==> config.mk <==
export PLATFORM = sky130hd
export DESIGN_NAME = hostport_top
export DESIGN_NICKNAME = d
export VERILOG_FILES = /design/src/inc/hostport_pkg.sv /design/src/inc/hostport_sync_if.sv /design/src/core/hostport_sync.sv /design/src/core/hostport_top.sv
export VERILOG_INCLUDE_DIRS = /design/src /design/src/inc
export SDC_FILE = /design/constraint.sdc
export NUM_CORES = 1
export LEC_CHECK = 0
export ABC_AREA = 1
export BUFFER_PORTS_ARGS = -buffer_cell sky130_fd_sc_hd__buf_2
export CAP_MARGIN = 30
export CORE_ASPECT_RATIO = 1.75
export CORE_UTILIZATION = 30
export DETAILED_ROUTE_END_ITERATION = 10
export MAX_ROUTING_LAYER = met4
export PLACE_DENSITY = 0.49
export SLEW_MARGIN = 20
export SYNTH_ARGS = -nofsm -noshare
export SYNTH_HDL_FRONTEND = slang
export SYNTH_SLANG_ARGS = --single-unit
==> constraint.sdc <==
create_clock -name clk_i -period 2.63 [get_ports clk_i]
set_input_delay 0.526 -clock clk_i [delete_from_list [all_inputs] [get_ports clk_i]]
set_output_delay 0.526 -clock clk_i [all_outputs]
set_load 0.02 [all_outputs]
==> src/inc/hostport_params.svh <==
`ifndef HOSTPORT_PARAMS_SVH
`define HOSTPORT_PARAMS_SVH

// register indices as seen on register_select
`define RI_GPIP   5'h00
`define RI_AER    5'h01
`define RI_DDR    5'h02
`define RI_IERA   5'h03
`define RI_IERB   5'h04
`define RI_PENDING_REG_A   5'h05
`define RI_PENDING_REG_B   5'h06
`define RI_ISRA   5'h07
`define RI_ISRB   5'h08
`define RI_MASK_REG_A   5'h09
`define RI_MASK_REG_B   5'h0a
`define RI_VR     5'h0b
`define RI_FIRST_TIMER_CONTROL   5'h0c
`define RI_SECOND_TIMER_CONTROL   5'h0d
`define RI_TCDCR  5'h0e
`define RI_TADR   5'h0f
`define RI_TBDR   5'h10
`define RI_TCDR   5'h11
`define RI_TDDR   5'h12
`define RI_SCR    5'h13
`define RI_UCR    5'h14
`define RI_RSR    5'h15
`define RI_TSR    5'h16
`define RI_UDR    5'h17
`define REG_COUNT 24

// reset values, field positions and synchroniser depth
`define VR_RST      8'h0f
`define TMODE_BIT   3
`define RX_EN_BIT   0
`define TX_EN_BIT   0
`define SYNC_STAGES 2

`endif

==> src/inc/hostport_pkg.sv <==
package hostport_pkg;
  typedef logic [7:0] byte_t;
  typedef logic [4:0] rsel_t;
  typedef enum logic [2:0] {
    S_IDLE,
    S_DRIVE,
    S_WAIT,
    S_PASS,
    S_RELEASE
  } bus_state_e;
endpackage : hostport_pkg

==> src/inc/hostport_sync_if.sv <==
interface hostport_sync_if #(parameter int W = 5);
  logic [W-1:0] raw;
  logic [W-1:0] synced;
  modport src (output raw, input synced);
  modport dut (input raw, output synced);
endinterface : hostport_sync_if

==> src/core/hostport_sync.sv <==
`include "hostport_params.svh"
module hostport_sync #(
  parameter int W     = 5,
  parameter int DEPTH = `SYNC_STAGES
) (
  input wire logic  clk_i,
  input wire logic  srst_i,
  hostport_sync_if.dut port
);
  import hostport_pkg::*;
  // active-low strobes idle high, so every stage resets high, the address strobe too
  logic [W-1:0] stage_r [DEPTH];

  always_ff @(posedge clk_i) begin
    if (srst_i) begin
      for (int i = 0; i < DEPTH; i++) begin
        stage_r[i] <= '1;
      end
    end else begin
      stage_r[0] <= port.raw;
      for (int i = 1; i < DEPTH; i++) begin
        stage_r[i] <= stage_r[i-1];
      end
    end
  end

  assign port.synced = stage_r[DEPTH-1];
endmodule : hostport_sync

==> src/core/hostport_top.sv <==
`include "hostport_params.svh"
module hostport_top (
  input  wire logic                 clk_i,
  input  wire logic                 srst_i,
  input  wire logic                 cs_n_i,
  input  wire logic                 data_strobe_n_i,
  input  wire logic                 rw_i,
  input  wire logic                 interrupt_ack_n_i,
  input  wire logic                 chain_enable_in_n_i,
  input  wire logic                 bus_multiplex_select_i,
  input  wire logic                 addr_strobe_i,
  input  wire hostport_pkg::rsel_t  register_select_i,
  input  wire hostport_pkg::byte_t  data_lines_i,
  output      hostport_pkg::byte_t  data_lines_o,
  output      logic                 data_lines_oe_o,
  output      logic                 transfer_ack_n_o,
  output      logic                 transfer_ack_oe_o,
  output      logic                 irq_n_o,
  output      logic                 irq_oe_o,
  output      logic                 chain_enable_out_n_o,
  input  wire hostport_pkg::byte_t  general_purpose_lines_i,
  output      hostport_pkg::byte_t  general_purpose_lines_o,
  output      hostport_pkg::byte_t  general_purpose_lines_oe_o,
  input  wire logic [1:0]           timer_gate_inputs_i,
  input  wire logic [3:0]           timer_cycle_i,
  input  wire hostport_pkg::byte_t  int_src_i,
  input  wire logic                 rx_buffer_full_i,
  input  wire logic                 tx_buffer_empty_i,
  output      logic [3:0]           timer_toggle_outputs_o,
  output      logic [3:0]           timer_run_o,
  output      logic                 rx_enable_o,
  output      logic                 tx_enable_o,
  output      logic                 receive_dma_ready_n_o,
  output      logic                 send_dma_ready_n_o
);
  import hostport_pkg::*;
  bus_state_e   state_r;
  byte_t        regs_r [`REG_COUNT];
  logic [15:0]  ipr_r;
  byte_t        gp_prev_r;
  logic [1:0]   gate_prev_r;
  byte_t        data_d1_r, data_d2_r;
  rsel_t        rsel_d1_r, rsel_d2_r;
  logic         rw_d1_r, rw_d2_r;
  rsel_t        mpx_addr_r;
  rsel_t        addr_r;
  logic         is_wr_r, is_interrupt_ack_n_r;
  byte_t        shadow_r;
  logic [3:0]   ch_r;
  logic         tx_en_r;
  logic         cs_s, ds_s, interrupt_ack_n_s, iei_s, as_s;
  logic         go, acc_end, commit_wr, commit_interrupt_ack_n, irq_pend;
  logic [15:0]  ier, imr, events;
  byte_t        rdata, gp_edge;
  logic [1:0]   gate_edge;
  rsel_t        addr_cur;
  // synchronise the asynchronous bus strobes
  hostport_sync_if #(.W(5)) sif ();
  assign sif.raw = {addr_strobe_i, chain_enable_in_n_i, interrupt_ack_n_i,
                    data_strobe_n_i, cs_n_i};
  hostport_sync #(.W(5), .DEPTH(`SYNC_STAGES)) u_sync (
    .clk_i  (clk_i),
    .srst_i (srst_i),
    .port   (sif.dut)
  );
  assign {as_s, iei_s, interrupt_ack_n_s, ds_s, cs_s} = sif.synced;
  function automatic logic [3:0] top_ch(input logic [15:0] v);
    logic [3:0] r;
    r = 4'h0;
    for (int i = 0; i < 16; i++) begin
      if (v[i]) r = 4'(i);
    end
    return r;
  endfunction : top_ch
  // data and select delayed to line up with the strobe synchroniser
  always_ff @(posedge clk_i) begin
    data_d1_r <= data_lines_i;
    data_d2_r <= data_d1_r;
    rsel_d1_r <= register_select_i;
    rsel_d2_r <= rsel_d1_r;
    rw_d1_r   <= rw_i;
    rw_d2_r   <= rw_d1_r;
  end
  // address latched from shared lines while the address strobe is high
  always_ff @(posedge clk_i) begin
    if (srst_i) begin
      mpx_addr_r <= '0;
    end else if (bus_multiplex_select_i && as_s) begin
      mpx_addr_r <= data_d2_r[4:0];
    end
  end
  assign addr_cur = bus_multiplex_select_i ? mpx_addr_r : rsel_d2_r;
  assign ier      = {regs_r[`RI_IERA], regs_r[`RI_IERB]};
  assign imr      = {regs_r[`RI_MASK_REG_A], regs_r[`RI_MASK_REG_B]};
  assign irq_pend = |(ipr_r & imr);
  // cs wins if the master breaks the exclusive-select contract
  assign go = !ds_s && (!cs_s || (!interrupt_ack_n_s && !iei_s));
  assign acc_end = ds_s || (is_interrupt_ack_n_r ? interrupt_ack_n_s : cs_s);
  assign commit_wr   = (state_r == S_WAIT) && acc_end && is_wr_r;
  assign commit_interrupt_ack_n = (state_r == S_WAIT) && acc_end && is_interrupt_ack_n_r;
  always_comb begin
    rdata = 8'h00;
    case (addr_r)
      `RI_GPIP: begin
        rdata = (regs_r[`RI_DDR] & regs_r[`RI_GPIP]) |
                (~regs_r[`RI_DDR] & general_purpose_lines_i);
      end
      `RI_PENDING_REG_A: rdata = ipr_r[15:8];
      `RI_PENDING_REG_B: rdata = ipr_r[7:0];
      default: begin
        if (addr_r < 5'(`REG_COUNT)) rdata = regs_r[addr_r];
      end
    endcase
  end
  // bus handshake
  always_ff @(posedge clk_i) begin
    if (srst_i) begin
      state_r           <= S_IDLE;
      addr_r            <= '0;
      is_wr_r           <= 1'b0;
      is_interrupt_ack_n_r         <= 1'b0;
      shadow_r          <= 8'h00;
      ch_r              <= 4'h0;
      data_lines_o      <= 8'h00;
      data_lines_oe_o   <= 1'b0;
      transfer_ack_n_o  <= 1'b1;
      transfer_ack_oe_o <= 1'b0;
    end else begin
      case (state_r)
        S_IDLE: begin
          transfer_ack_oe_o <= 1'b0;
          if (go) begin
            addr_r    <= addr_cur;
            is_interrupt_ack_n_r <= cs_s;
            is_wr_r   <= !cs_s && !rw_d2_r;
            if (cs_s && !irq_pend) begin
              state_r <= S_PASS;
            end else if (cs_s) begin
              ch_r    <= top_ch(ipr_r & imr);
              state_r <= S_DRIVE;
            end else if (!rw_d2_r) begin
              shadow_r          <= data_d2_r;
              transfer_ack_n_o  <= 1'b0;
              transfer_ack_oe_o <= 1'b1;
              state_r           <= S_WAIT;
            end else begin
              state_r <= S_DRIVE;
            end
          end
        end
        S_DRIVE: begin
          data_lines_o    <= is_interrupt_ack_n_r ? {regs_r[`RI_VR][7:4], ch_r}
                                       : rdata;
          data_lines_oe_o <= 1'b1;
          state_r         <= S_WAIT;
        end
        S_WAIT: begin
          // ack only once the data lines already carry the value
          if (data_lines_oe_o || is_wr_r) begin
            transfer_ack_n_o  <= 1'b0;
            transfer_ack_oe_o <= 1'b1;
          end
          // keep last sample before the strobe rises
          if (is_wr_r && !ds_s) shadow_r <= data_d2_r;
          if (acc_end) begin
            transfer_ack_n_o <= 1'b1;
            data_lines_oe_o  <= 1'b0;
            state_r          <= S_RELEASE;
          end
        end
        S_PASS: begin
          if (acc_end) state_r <= S_IDLE;
        end
        S_RELEASE: begin
          transfer_ack_oe_o <= 1'b0;
          state_r           <= S_IDLE;
        end
        default: state_r <= S_IDLE;
      endcase
    end
  end
  // register file; timer data, serial data and TSR survive reset
  always_ff @(posedge clk_i) begin
    if (srst_i) begin
      for (int i = 0; i < `REG_COUNT; i++) begin
        if (!(i >= `RI_TADR && i <= `RI_TDDR) && i != `RI_UDR &&
            i != `RI_TSR) begin
          regs_r[i] <= 8'h00;
        end
      end
      regs_r[`RI_VR] <= `VR_RST;
    end else if (commit_wr && addr_r < 5'(`REG_COUNT) &&
                 addr_r != `RI_PENDING_REG_A && addr_r != `RI_PENDING_REG_B) begin
      regs_r[addr_r] <= shadow_r;
    end
  end
  // edge detection on lines and gate inputs
  always_ff @(posedge clk_i) begin
    if (srst_i) begin
      gp_prev_r   <= 8'h00;
      gate_prev_r <= 2'b00;
    end else begin
      gp_prev_r   <= general_purpose_lines_i;
      gate_prev_r <= timer_gate_inputs_i;
    end
  end

  always_comb begin
    for (int i = 0; i < 8; i++) begin
      gp_edge[i] = regs_r[`RI_AER][i]
                   ? (general_purpose_lines_i[i] && !gp_prev_r[i])
                   : (!general_purpose_lines_i[i] && gp_prev_r[i]);
    end
    gate_edge[0] = regs_r[`RI_AER][4]
                   ? (timer_gate_inputs_i[0] && !gate_prev_r[0])
                   : (!timer_gate_inputs_i[0] && gate_prev_r[0]);
    gate_edge[1] = regs_r[`RI_AER][3]
                   ? (timer_gate_inputs_i[1] && !gate_prev_r[1])
                   : (!timer_gate_inputs_i[1] && gate_prev_r[1]);
    events = {int_src_i, gp_edge};
    // gates take over the slots of lines 4 and 3
    if (regs_r[`RI_FIRST_TIMER_CONTROL][`TMODE_BIT]) events[4] = gate_edge[0];
    if (regs_r[`RI_SECOND_TIMER_CONTROL][`TMODE_BIT]) events[3] = gate_edge[1];
  end

  // pending bits: a new event beats a same-cycle clear
  always_ff @(posedge clk_i) begin
    if (srst_i) begin
      ipr_r <= 16'h0000;
    end else begin
      ipr_r <= (ipr_r
                & ~({16{commit_wr && addr_r == `RI_PENDING_REG_A}} & {~shadow_r, 8'h00})
                & ~({16{commit_wr && addr_r == `RI_PENDING_REG_B}} & {8'h00, ~shadow_r})
                & ~({16{commit_interrupt_ack_n}} & (16'h0001 << ch_r)))
               | (events & ier);
    end
  end

  // interrupt request and daisy chain
  always_ff @(posedge clk_i) begin
    if (srst_i) begin
      irq_n_o              <= 1'b1;
      irq_oe_o             <= 1'b0;
      chain_enable_out_n_o <= 1'b1;
    end else begin
      irq_n_o              <= !irq_pend;
      irq_oe_o             <= irq_pend;
      chain_enable_out_n_o <= !(!iei_s && !irq_pend);
    end
  end

  // general purpose lines
  always_ff @(posedge clk_i) begin
    if (srst_i) begin
      general_purpose_lines_o    <= 8'h00;
      general_purpose_lines_oe_o <= 8'h00;
    end else begin
      general_purpose_lines_o    <= regs_r[`RI_GPIP];
      general_purpose_lines_oe_o <= regs_r[`RI_DDR];
    end
  end

  // timer outputs
  always_ff @(posedge clk_i) begin
    if (srst_i) begin
      timer_toggle_outputs_o <= 4'h0;
    end else begin
      timer_toggle_outputs_o <= timer_toggle_outputs_o ^ timer_cycle_i;
      if (commit_wr && addr_r == `RI_FIRST_TIMER_CONTROL) begin
        timer_toggle_outputs_o[0] <= 1'b0;
      end
      if (commit_wr && addr_r == `RI_SECOND_TIMER_CONTROL) begin
        timer_toggle_outputs_o[1] <= 1'b0;
      end
    end
  end

  // transmit enable lives apart since TSR keeps its value over reset
  always_ff @(posedge clk_i) begin
    if (srst_i) begin
      tx_en_r <= 1'b0;
    end else if (commit_wr && addr_r == `RI_TSR) begin
      tx_en_r <= shadow_r[`TX_EN_BIT];
    end
  end

  // run and enable status towards timer and serial blocks
  always_ff @(posedge clk_i) begin
    if (srst_i) begin
      timer_run_o <= 4'h0;
      rx_enable_o <= 1'b0;
      tx_enable_o <= 1'b0;
    end else begin
      timer_run_o <= {|regs_r[`RI_TCDCR][2:0], |regs_r[`RI_TCDCR][6:4],
                      |regs_r[`RI_SECOND_TIMER_CONTROL][3:0], |regs_r[`RI_FIRST_TIMER_CONTROL][3:0]};
      rx_enable_o <= regs_r[`RI_RSR][`RX_EN_BIT];
      tx_enable_o <= tx_en_r;
    end
  end

  // dma ready pins
  always_ff @(posedge clk_i) begin
    if (srst_i) begin
      receive_dma_ready_n_o <= 1'b1;
      send_dma_ready_n_o    <= 1'b1;
    end else begin
      receive_dma_ready_n_o <= !rx_buffer_full_i;
      send_dma_ready_n_o    <= !tx_buffer_empty_i;
    end
  end
endmodule : hostport_top

==> results of run 1 <==
-- where the power goes --
part | internal [uW] | switching [uW] | total, uW
registers | 6770 | 122 | 6900
clock network | 3360 | 2410 | 5770
logic | 211 | 487 | 698
total | 10300 | 3020 | 13400
-- Yosys cell counts (all sizes together) (5+ instances only) --
cell    number  share of area, %
a211oi       6              0.28
nor2       340               8.0
nand4        6              0.23
o221ai       8              0.44
nand3       96               3.0
clkbuf      74               1.7
nand2      168               4.0
buf         11              0.31
o211ai      60               2.8
o21ai      172               5.4
a31oi        5              0.19
edfxtp     256                48
or2         10              0.39
a21oi      100               3.1
inv        139               3.3
nor3        16              0.66
dfxtp      139                17
-- how the worst max path moves through the flow --
stage          slack, ns            end  cells after the start
2_1_floorplan       0.06  regs_r[18][0]                     13
3_3_place_gp        0.06  regs_r[14][0]                     13
3_5_place_dp        0.02  regs_r[14][1]                     13
4_1_cts             0.02  regs_r[14][2]                     13
5_1_grt            0.003  regs_r[20][7]                     13
6_report            0.11  regs_r[20][7]                     13
-- final cells by class --
| type | instances | area, um^2 |
|---|---|---|
| Inverter | 141 | 529 |
| Timing Repair Buffer | 173 | 1220 |
| Tap cell | 678 | 848 |
| Fill cell | 5273 | 33200 |
| Multi-Input combinational cell | 1083 | 5020 |
| Clock inverter | 15 | 193 |
| Sequential cell | 395 | 10500 |
| Clock buffer | 53 | 1110 |
-- placed cells by master (no fill, tap or decap), types with 11 or more instances in the layout --
cell	instances
inv_1	133
clkbuf_16	40
o211ai_1	60
conb_1	80
nand3_1	95
edfxtp_1	256
nor3_1	11
buf_2	86
o21ai_0	171
nand2_1	164
dfxtp_1	137
a21oi_1	100
nor2_1	338
buf_4	76
buf_12	11
-- metrics by stage --
step                worst slack [ns]  cells
global route                 0.00284   2538
finish                         0.110   2538
global placement              0.0639   2470
floorplan                     0.0605   1704
CTS                           0.0194   2538
detailed placement            0.0154   2470
-- flip-flops by register name, summed over array words and instances (netlist names), 4 cells and up, named ones only --
name,flops
data_d2_r,8
regs_r,256
timer_toggle_outputs_o,4
data_lines_o,8
ch_r,4
data_d1_r,8
shadow_r,8
addr_r,5
rsel_d2_r,5
timer_run_o,4
u_sync.stage_r,10
ipr_r,16
gp_prev_r,8
mpx_addr_r,5
rsel_d1_r,5
general_purpose_lines_oe_o,8
general_purpose_lines_o,8
-- routing by layer --
metal / up-vias / part of all wire (%)
met2: 398 / 54
met3: 140 / 4.0
met4: 0 / 6.9
met1: 5980 / 35
met5: - / 0
li1: 5886 / -
-- kinds of logic (layout without fill, tap and decap cells) --
kind of cell,Yosys count,count (layout)
AO/OA/AOI/OAI,361,361
AND/OR/NAND/NOR,638,638
XOR/XNOR,4,4
buffers and inverters,226,382
flip-flops,395,395
other,1,80
==> impl_metrics.json, run 1 <==
{
  "synth_fa_ha_area_share_pct": 0,
  "ant_nets": 0,
  "fmax_mhz": 397,
  "synth-edff-count": 256,
  "whs_ns": 0.0813,
  "critPathMaxStageDelay_ns": 0.32,
  "hold_buffers": 0,
  "ir_worst_vdd_mv": 0.432,
  "synth_simple_gate_area_share_pct": 16.4,
  "gr-usage-met1_pct": 20.0,
  "cp_top_family": "simple AND/OR/NAND/NOR gates",
  "wl_per_cell_um": 21.1,
  "synthXorXnorAreaFrac_pct": 0.218,
  "synth.area.mux_share_pct": 0,
  "p_leak_uw": 0.00747,
  "grt_pass1_vias": 12500,
  "regToRegEndpoint": "regs_r[20][7]",
  "layout-drive-gt1-share_pct": 14.1,
  "hold_violations": 0,
  "grt_use_total_pct": 20.3,
  "dp_hpwl_mm": 38.9,
  "ys_ff_latch": 395,
  "dr.pass1.iters": 7,
  "synth-main-ff-cell": "edfxtp_1",
  "critPathKind": "reg -> reg",
  "min_path_cells": 1,
  "vias": 12400,
  "drv_slew": 0,
  "cts.repair.resized": 0,
  "fin_setup_tns_ns": 0,
  "drc": 0,
  "synth.avg_cell_area_um2": 9.87,
  "core_um2": 52600,
  "critPathSlowestCell": "dfxtp_1",
  "status": "completed",
  "clkTransAtPathRegs_ns": 0.07,
  "antenna_cells": 0,
  "cts_setup_buffers": 0,
  "ios": 88,
  "required_ns": 2.82,
  "start_kind": "register",
  "cp.arrival_ns": 2.71,
  "placed_cell_area_um2": 18100,
  "grt_max_degree": 97,
  "clock_latency_ns": 0.54,
  "rsz0062_at_grt": "no",
  "grt_pass1_wl_mm": 78.5,
  "antenna_found_initial": 0,
  "ys_types": 37,
  "nNetsFinal": 1878,
  "use_met2_pct": 37.7,
  "die_h_um": 308,
  "path_buf_inv": 4,
  "cp_common_cell": "inv_2",
  "synthCells": 1625,
  "fp.dieW_um": 177,
  "cts_tree": "built",
  "worst_pin_slew_ns": 0.831,
  "syn_to_final_growth_pct": 20.9,
  "crit_chain": "nor2_1, inv_2, nor2_1, inv_2, nor2_4, inv_2, nor2_4, inv_2, nor3_2, nand2_2, nor3_2, nand2_1, nand2_1",
  "ff2ff_path_depth": 13,
  "hp-start": "register_select_i[1]",
  "start_util_pct": 30.5,
  "yosysSeqAreaShare_pct": 65.3,
  "hold_end": "rsel_d1_r[1]",
  "vias_per_cell": 4.89,
  "r2r_start": "state_r[2]",
  "gr-total-overflow": 0,
  "grtUsageMet3_pct": 1.82,
  "drt_iter0_markers": 933,
  "async_flop_share_pct": 0,
  "min_period_ns": 2.52,
  "clk_path_buf_depth": 3,
  "gp_congestion": 0.941,
  "synth_area_um2": 16000,
  "wl_mm": 53.5,
  "slew_headroom_pct": 44.0,
  "endpoint_kind": "register",
  "final_area_um2": 19400,
  "p_total_uw": 13400,
  "clock-root-buffer": "clkbuf_16",
  "synth_top_family_by_area": "simple AND/OR/NAND/NOR gates",
  "hold_class": "in -> reg",
  "cp_max_fo": 8,
  "grt.busiest_layer": "met2",
  "rrSetupSlack_ns": 0.11,
  "htree_levels": 2,
  "finClkSkew_ns": 0.0191,
  "synth_compound_area_share_pct": 12.7,
  "ys_warn_count": 0,
  "cts_num_sinks": 395,
  "finish.utilization_pct": 36.9,
  "cts_buffers": 38,
  "critical_path.startpoint": "state_r[2]",
  "port_buffers": 87,
  "rows": 111,
  "dieArea_um2": 54400,
  "cellPowerDensity_nw_per_um2": 689,
  "setup_viol": 0,
  "maxCapViolations": 0,
  "period_share_pct": 95.8
}
(Power assumes the default switching activity.)
==> run 2, diff against run 1 <==
Settings changed: CORE_UTILIZATION 30 to 46, PLACE_DENSITY 0.49 to 0.67.
==> run 2 against run 1 <==
  * Maximum frequency grew 2.4%
  * Core utilization up 18 points
  * Sequential power about the same
  * Worst setup slack improved by 0.058 ns
  * Critical path depth did not move
  * Design area decreased by 2.2%
==> impl_metrics.json, run 2 (synthesis results as in run 1) <==
{
  "crit_chain": "nor2_1, inv_2, nor2_1, inv_2, nor2_4, inv_2, nor2_4, inv_2, nor3_2, nand2_2, nor3_2, nand2_1, nand2_1",
  "hold_buffers": 0,
  "drt_iter0_markers": 1076,
  "ios": 88,
  "antenna_cells": 0,
  "finish.utilization_pct": 55.0,
  "clock_latency_ns": 0.54,
  "cp_max_fo": 8,
  "largest-register": "regs_r",
  "fp.dieW_um": 143,
  "gr-total-overflow": 0,
  "layout-drive-gt1-share_pct": 13.6,
  "comb_power_share_pct": 5.0,
  "start_kind": "register",
  "port_buffers": 87,
  "antenna_found_initial": 0,
  "slew_headroom_pct": 37.2,
  "required_ns": 2.82,
  "grt_pass1_vias": 12300,
  "htree_levels": 2,
  "vias": 12600,
  "p_total_uw": 13100,
  "p_switching_uw": 2920,
  "period_share_pct": 93.6,
  "status": "completed",
  "largestRegisters": "regs_r: 256 flops, ipr_r: 16 flops, u_sync.stage_r: 10 flops",
  "finClkSkew_ns": 0.0177,
  "seq_power_share_pct": 52.5,
  "die_h_um": 249,
  "cts_setup_buffers": 0,
  "setup_viol": 0,
  "dp_slack_ns": 0.0866,
  "cts_buffers": 37,
  "ir_worst_vdd_mv": 0.463,
  "hold_end": "rsel_d1_r[4]",
  "final_common_cell": "nor2_1",
  "hold_violations": 0,
  "wl_per_cell_um": 20.7,
  "r2r_start": "state_r[2]",
  "rows": 90,
  "setup_slack_ns": 0.169,
  "p_leak_uw": 0.00738,
  "cp_common_cell": "inv_2",
  "largest_reg_flops": 256,
  "fin_setup_tns_ns": 0,
  "core_um2": 34500,
  "worst_pin_slew_ns": 0.935,
  "rsz0062_at_grt": "no",
  "regToRegEndpoint": "regs_r[21][1]",
  "fmax_mhz": 406,
  "critPathKind": "reg -> reg",
  "rrSetupSlack_ns": 0.17,
  "final_cell_mix": "338 x nor2_1, 256 x edfxtp_1, 171 x o21ai_0, 161 x nand2_1, 137 x dfxtp_1",
  "clockPowerShare_pct": 42.5,
  "drc": 0,
  "critPathSlowestCell": "dfxtp_1",
  "grt_pass1_wl_mm": 71.3,
  "cts_tree": "built",
  "clk_path_buf_depth": 3,
  "path_buf_inv": 4,
  "syn_to_final_growth_pct": 18.2,
  "whs_ns": 0.0849,
  "crit_cells": 13,
  "min_period_ns": 2.46,
  "internal_power_uw": 10200,
  "wl_mm": 47.7,
  "maxCapViolations": 0,
  "critPathMaxStageDelay_ns": 0.33,
  "ant_nets": 0,
  "cp_top_family": "simple AND/OR/NAND/NOR gates",
  "cp.arrival_ns": 2.65,
  "dr.pass1.iters": 5,
  "hp-start": "register_select_i[4]",
  "cts_num_sinks": 395,
  "p_sw_share_pct": 22.2,
  "dp_hpwl_mm": 34.5,
  "clkTransAtPathRegs_ns": 0.07,
  "cellPowerDensity_nw_per_um2": 693,
  "endpoint_kind": "register",
  "clock-root-buffer": "clkbuf_16",
  "start_util_pct": 46.6,
  "nNetsFinal": 1866,
  "hold_class": "in -> reg",
  "dieArea_um2": 35700,
  "vias_per_cell": 5.44,
  "grt_use_total_pct": 28.2,
  "gp_congestion": 1.02,
  "drv_slew": 0,
  "grt_max_degree": 108,
  "min_path_cells": 1,
  "ff2ff_path_depth": 13
}
[run 2: cell types whose count changed in the layout (fill, tap and decap cells not counted), sizes merged]
cell      previous run  this run
buf                173       162
clkbuf              53        50
clkinv               8        12
clkinvlp             2         1
[run 2: power groups by stage]
stage	clock network [uW]	registers (uW)	logic (uW)
2_1_floorplan	0	7000	360
3_3_place_gp	0	7030	642
3_5_place_dp	0	7030	646
4_1_cts	5690	6900	649
5_1_grt	5890	6910	721
6_report	5590	6900	656
[run 2: worst max path at each step]
stage                              start             to  slack (ns)
floorplan           is_interrupt_ack_n_r  regs_r[18][0]        0.06
global placement              state_r[2]  regs_r[14][1]        0.07
detailed placement            state_r[2]  regs_r[14][1]        0.09
CTS                           state_r[2]  regs_r[14][3]        0.05
global route                  state_r[2]  regs_r[13][7]        0.01
finish                        state_r[2]  regs_r[21][1]        0.17
[run 2: through the flow]
| stage | instance area (um^2) | instances |
|---|---|---|
| final | 19000 | 2309 |
| after global routing | 19000 | 2309 |
| after CTS | 19000 | 2309 |
| after detailed placement | 17700 | 2241 |
| after global placement | 17700 | 2241 |
| after floorplan | 16300 | 1704 |
[run 2: layout make-up]
class	instances	area, um^2
clock inverters	18	214
flip-flops and latches	395	10500
fillers	3127	15500
inverters	141	529
repair buffers	162	1090
multi-input cells	1083	5030
clock buffers	50	1060
well taps	460	576
[run 2: layer usage]
metal | global-route usage (%) | wire, um
met5 | - | 0
met4 | 18.2 | 3480
met1 | 29.3 | 16600
met2 | 49.9 | 25300
met3 | 2.90 | 2410
[run 2: what timing repair did]
| action | 4_1_cts | 5_1_grt |
|---|---|---|
| endpoints found under the hold margin | 0 | 0 |
| gates resized for setup | 0 | 5 |
| endpoints found under the setup margin | 0 | 48 |
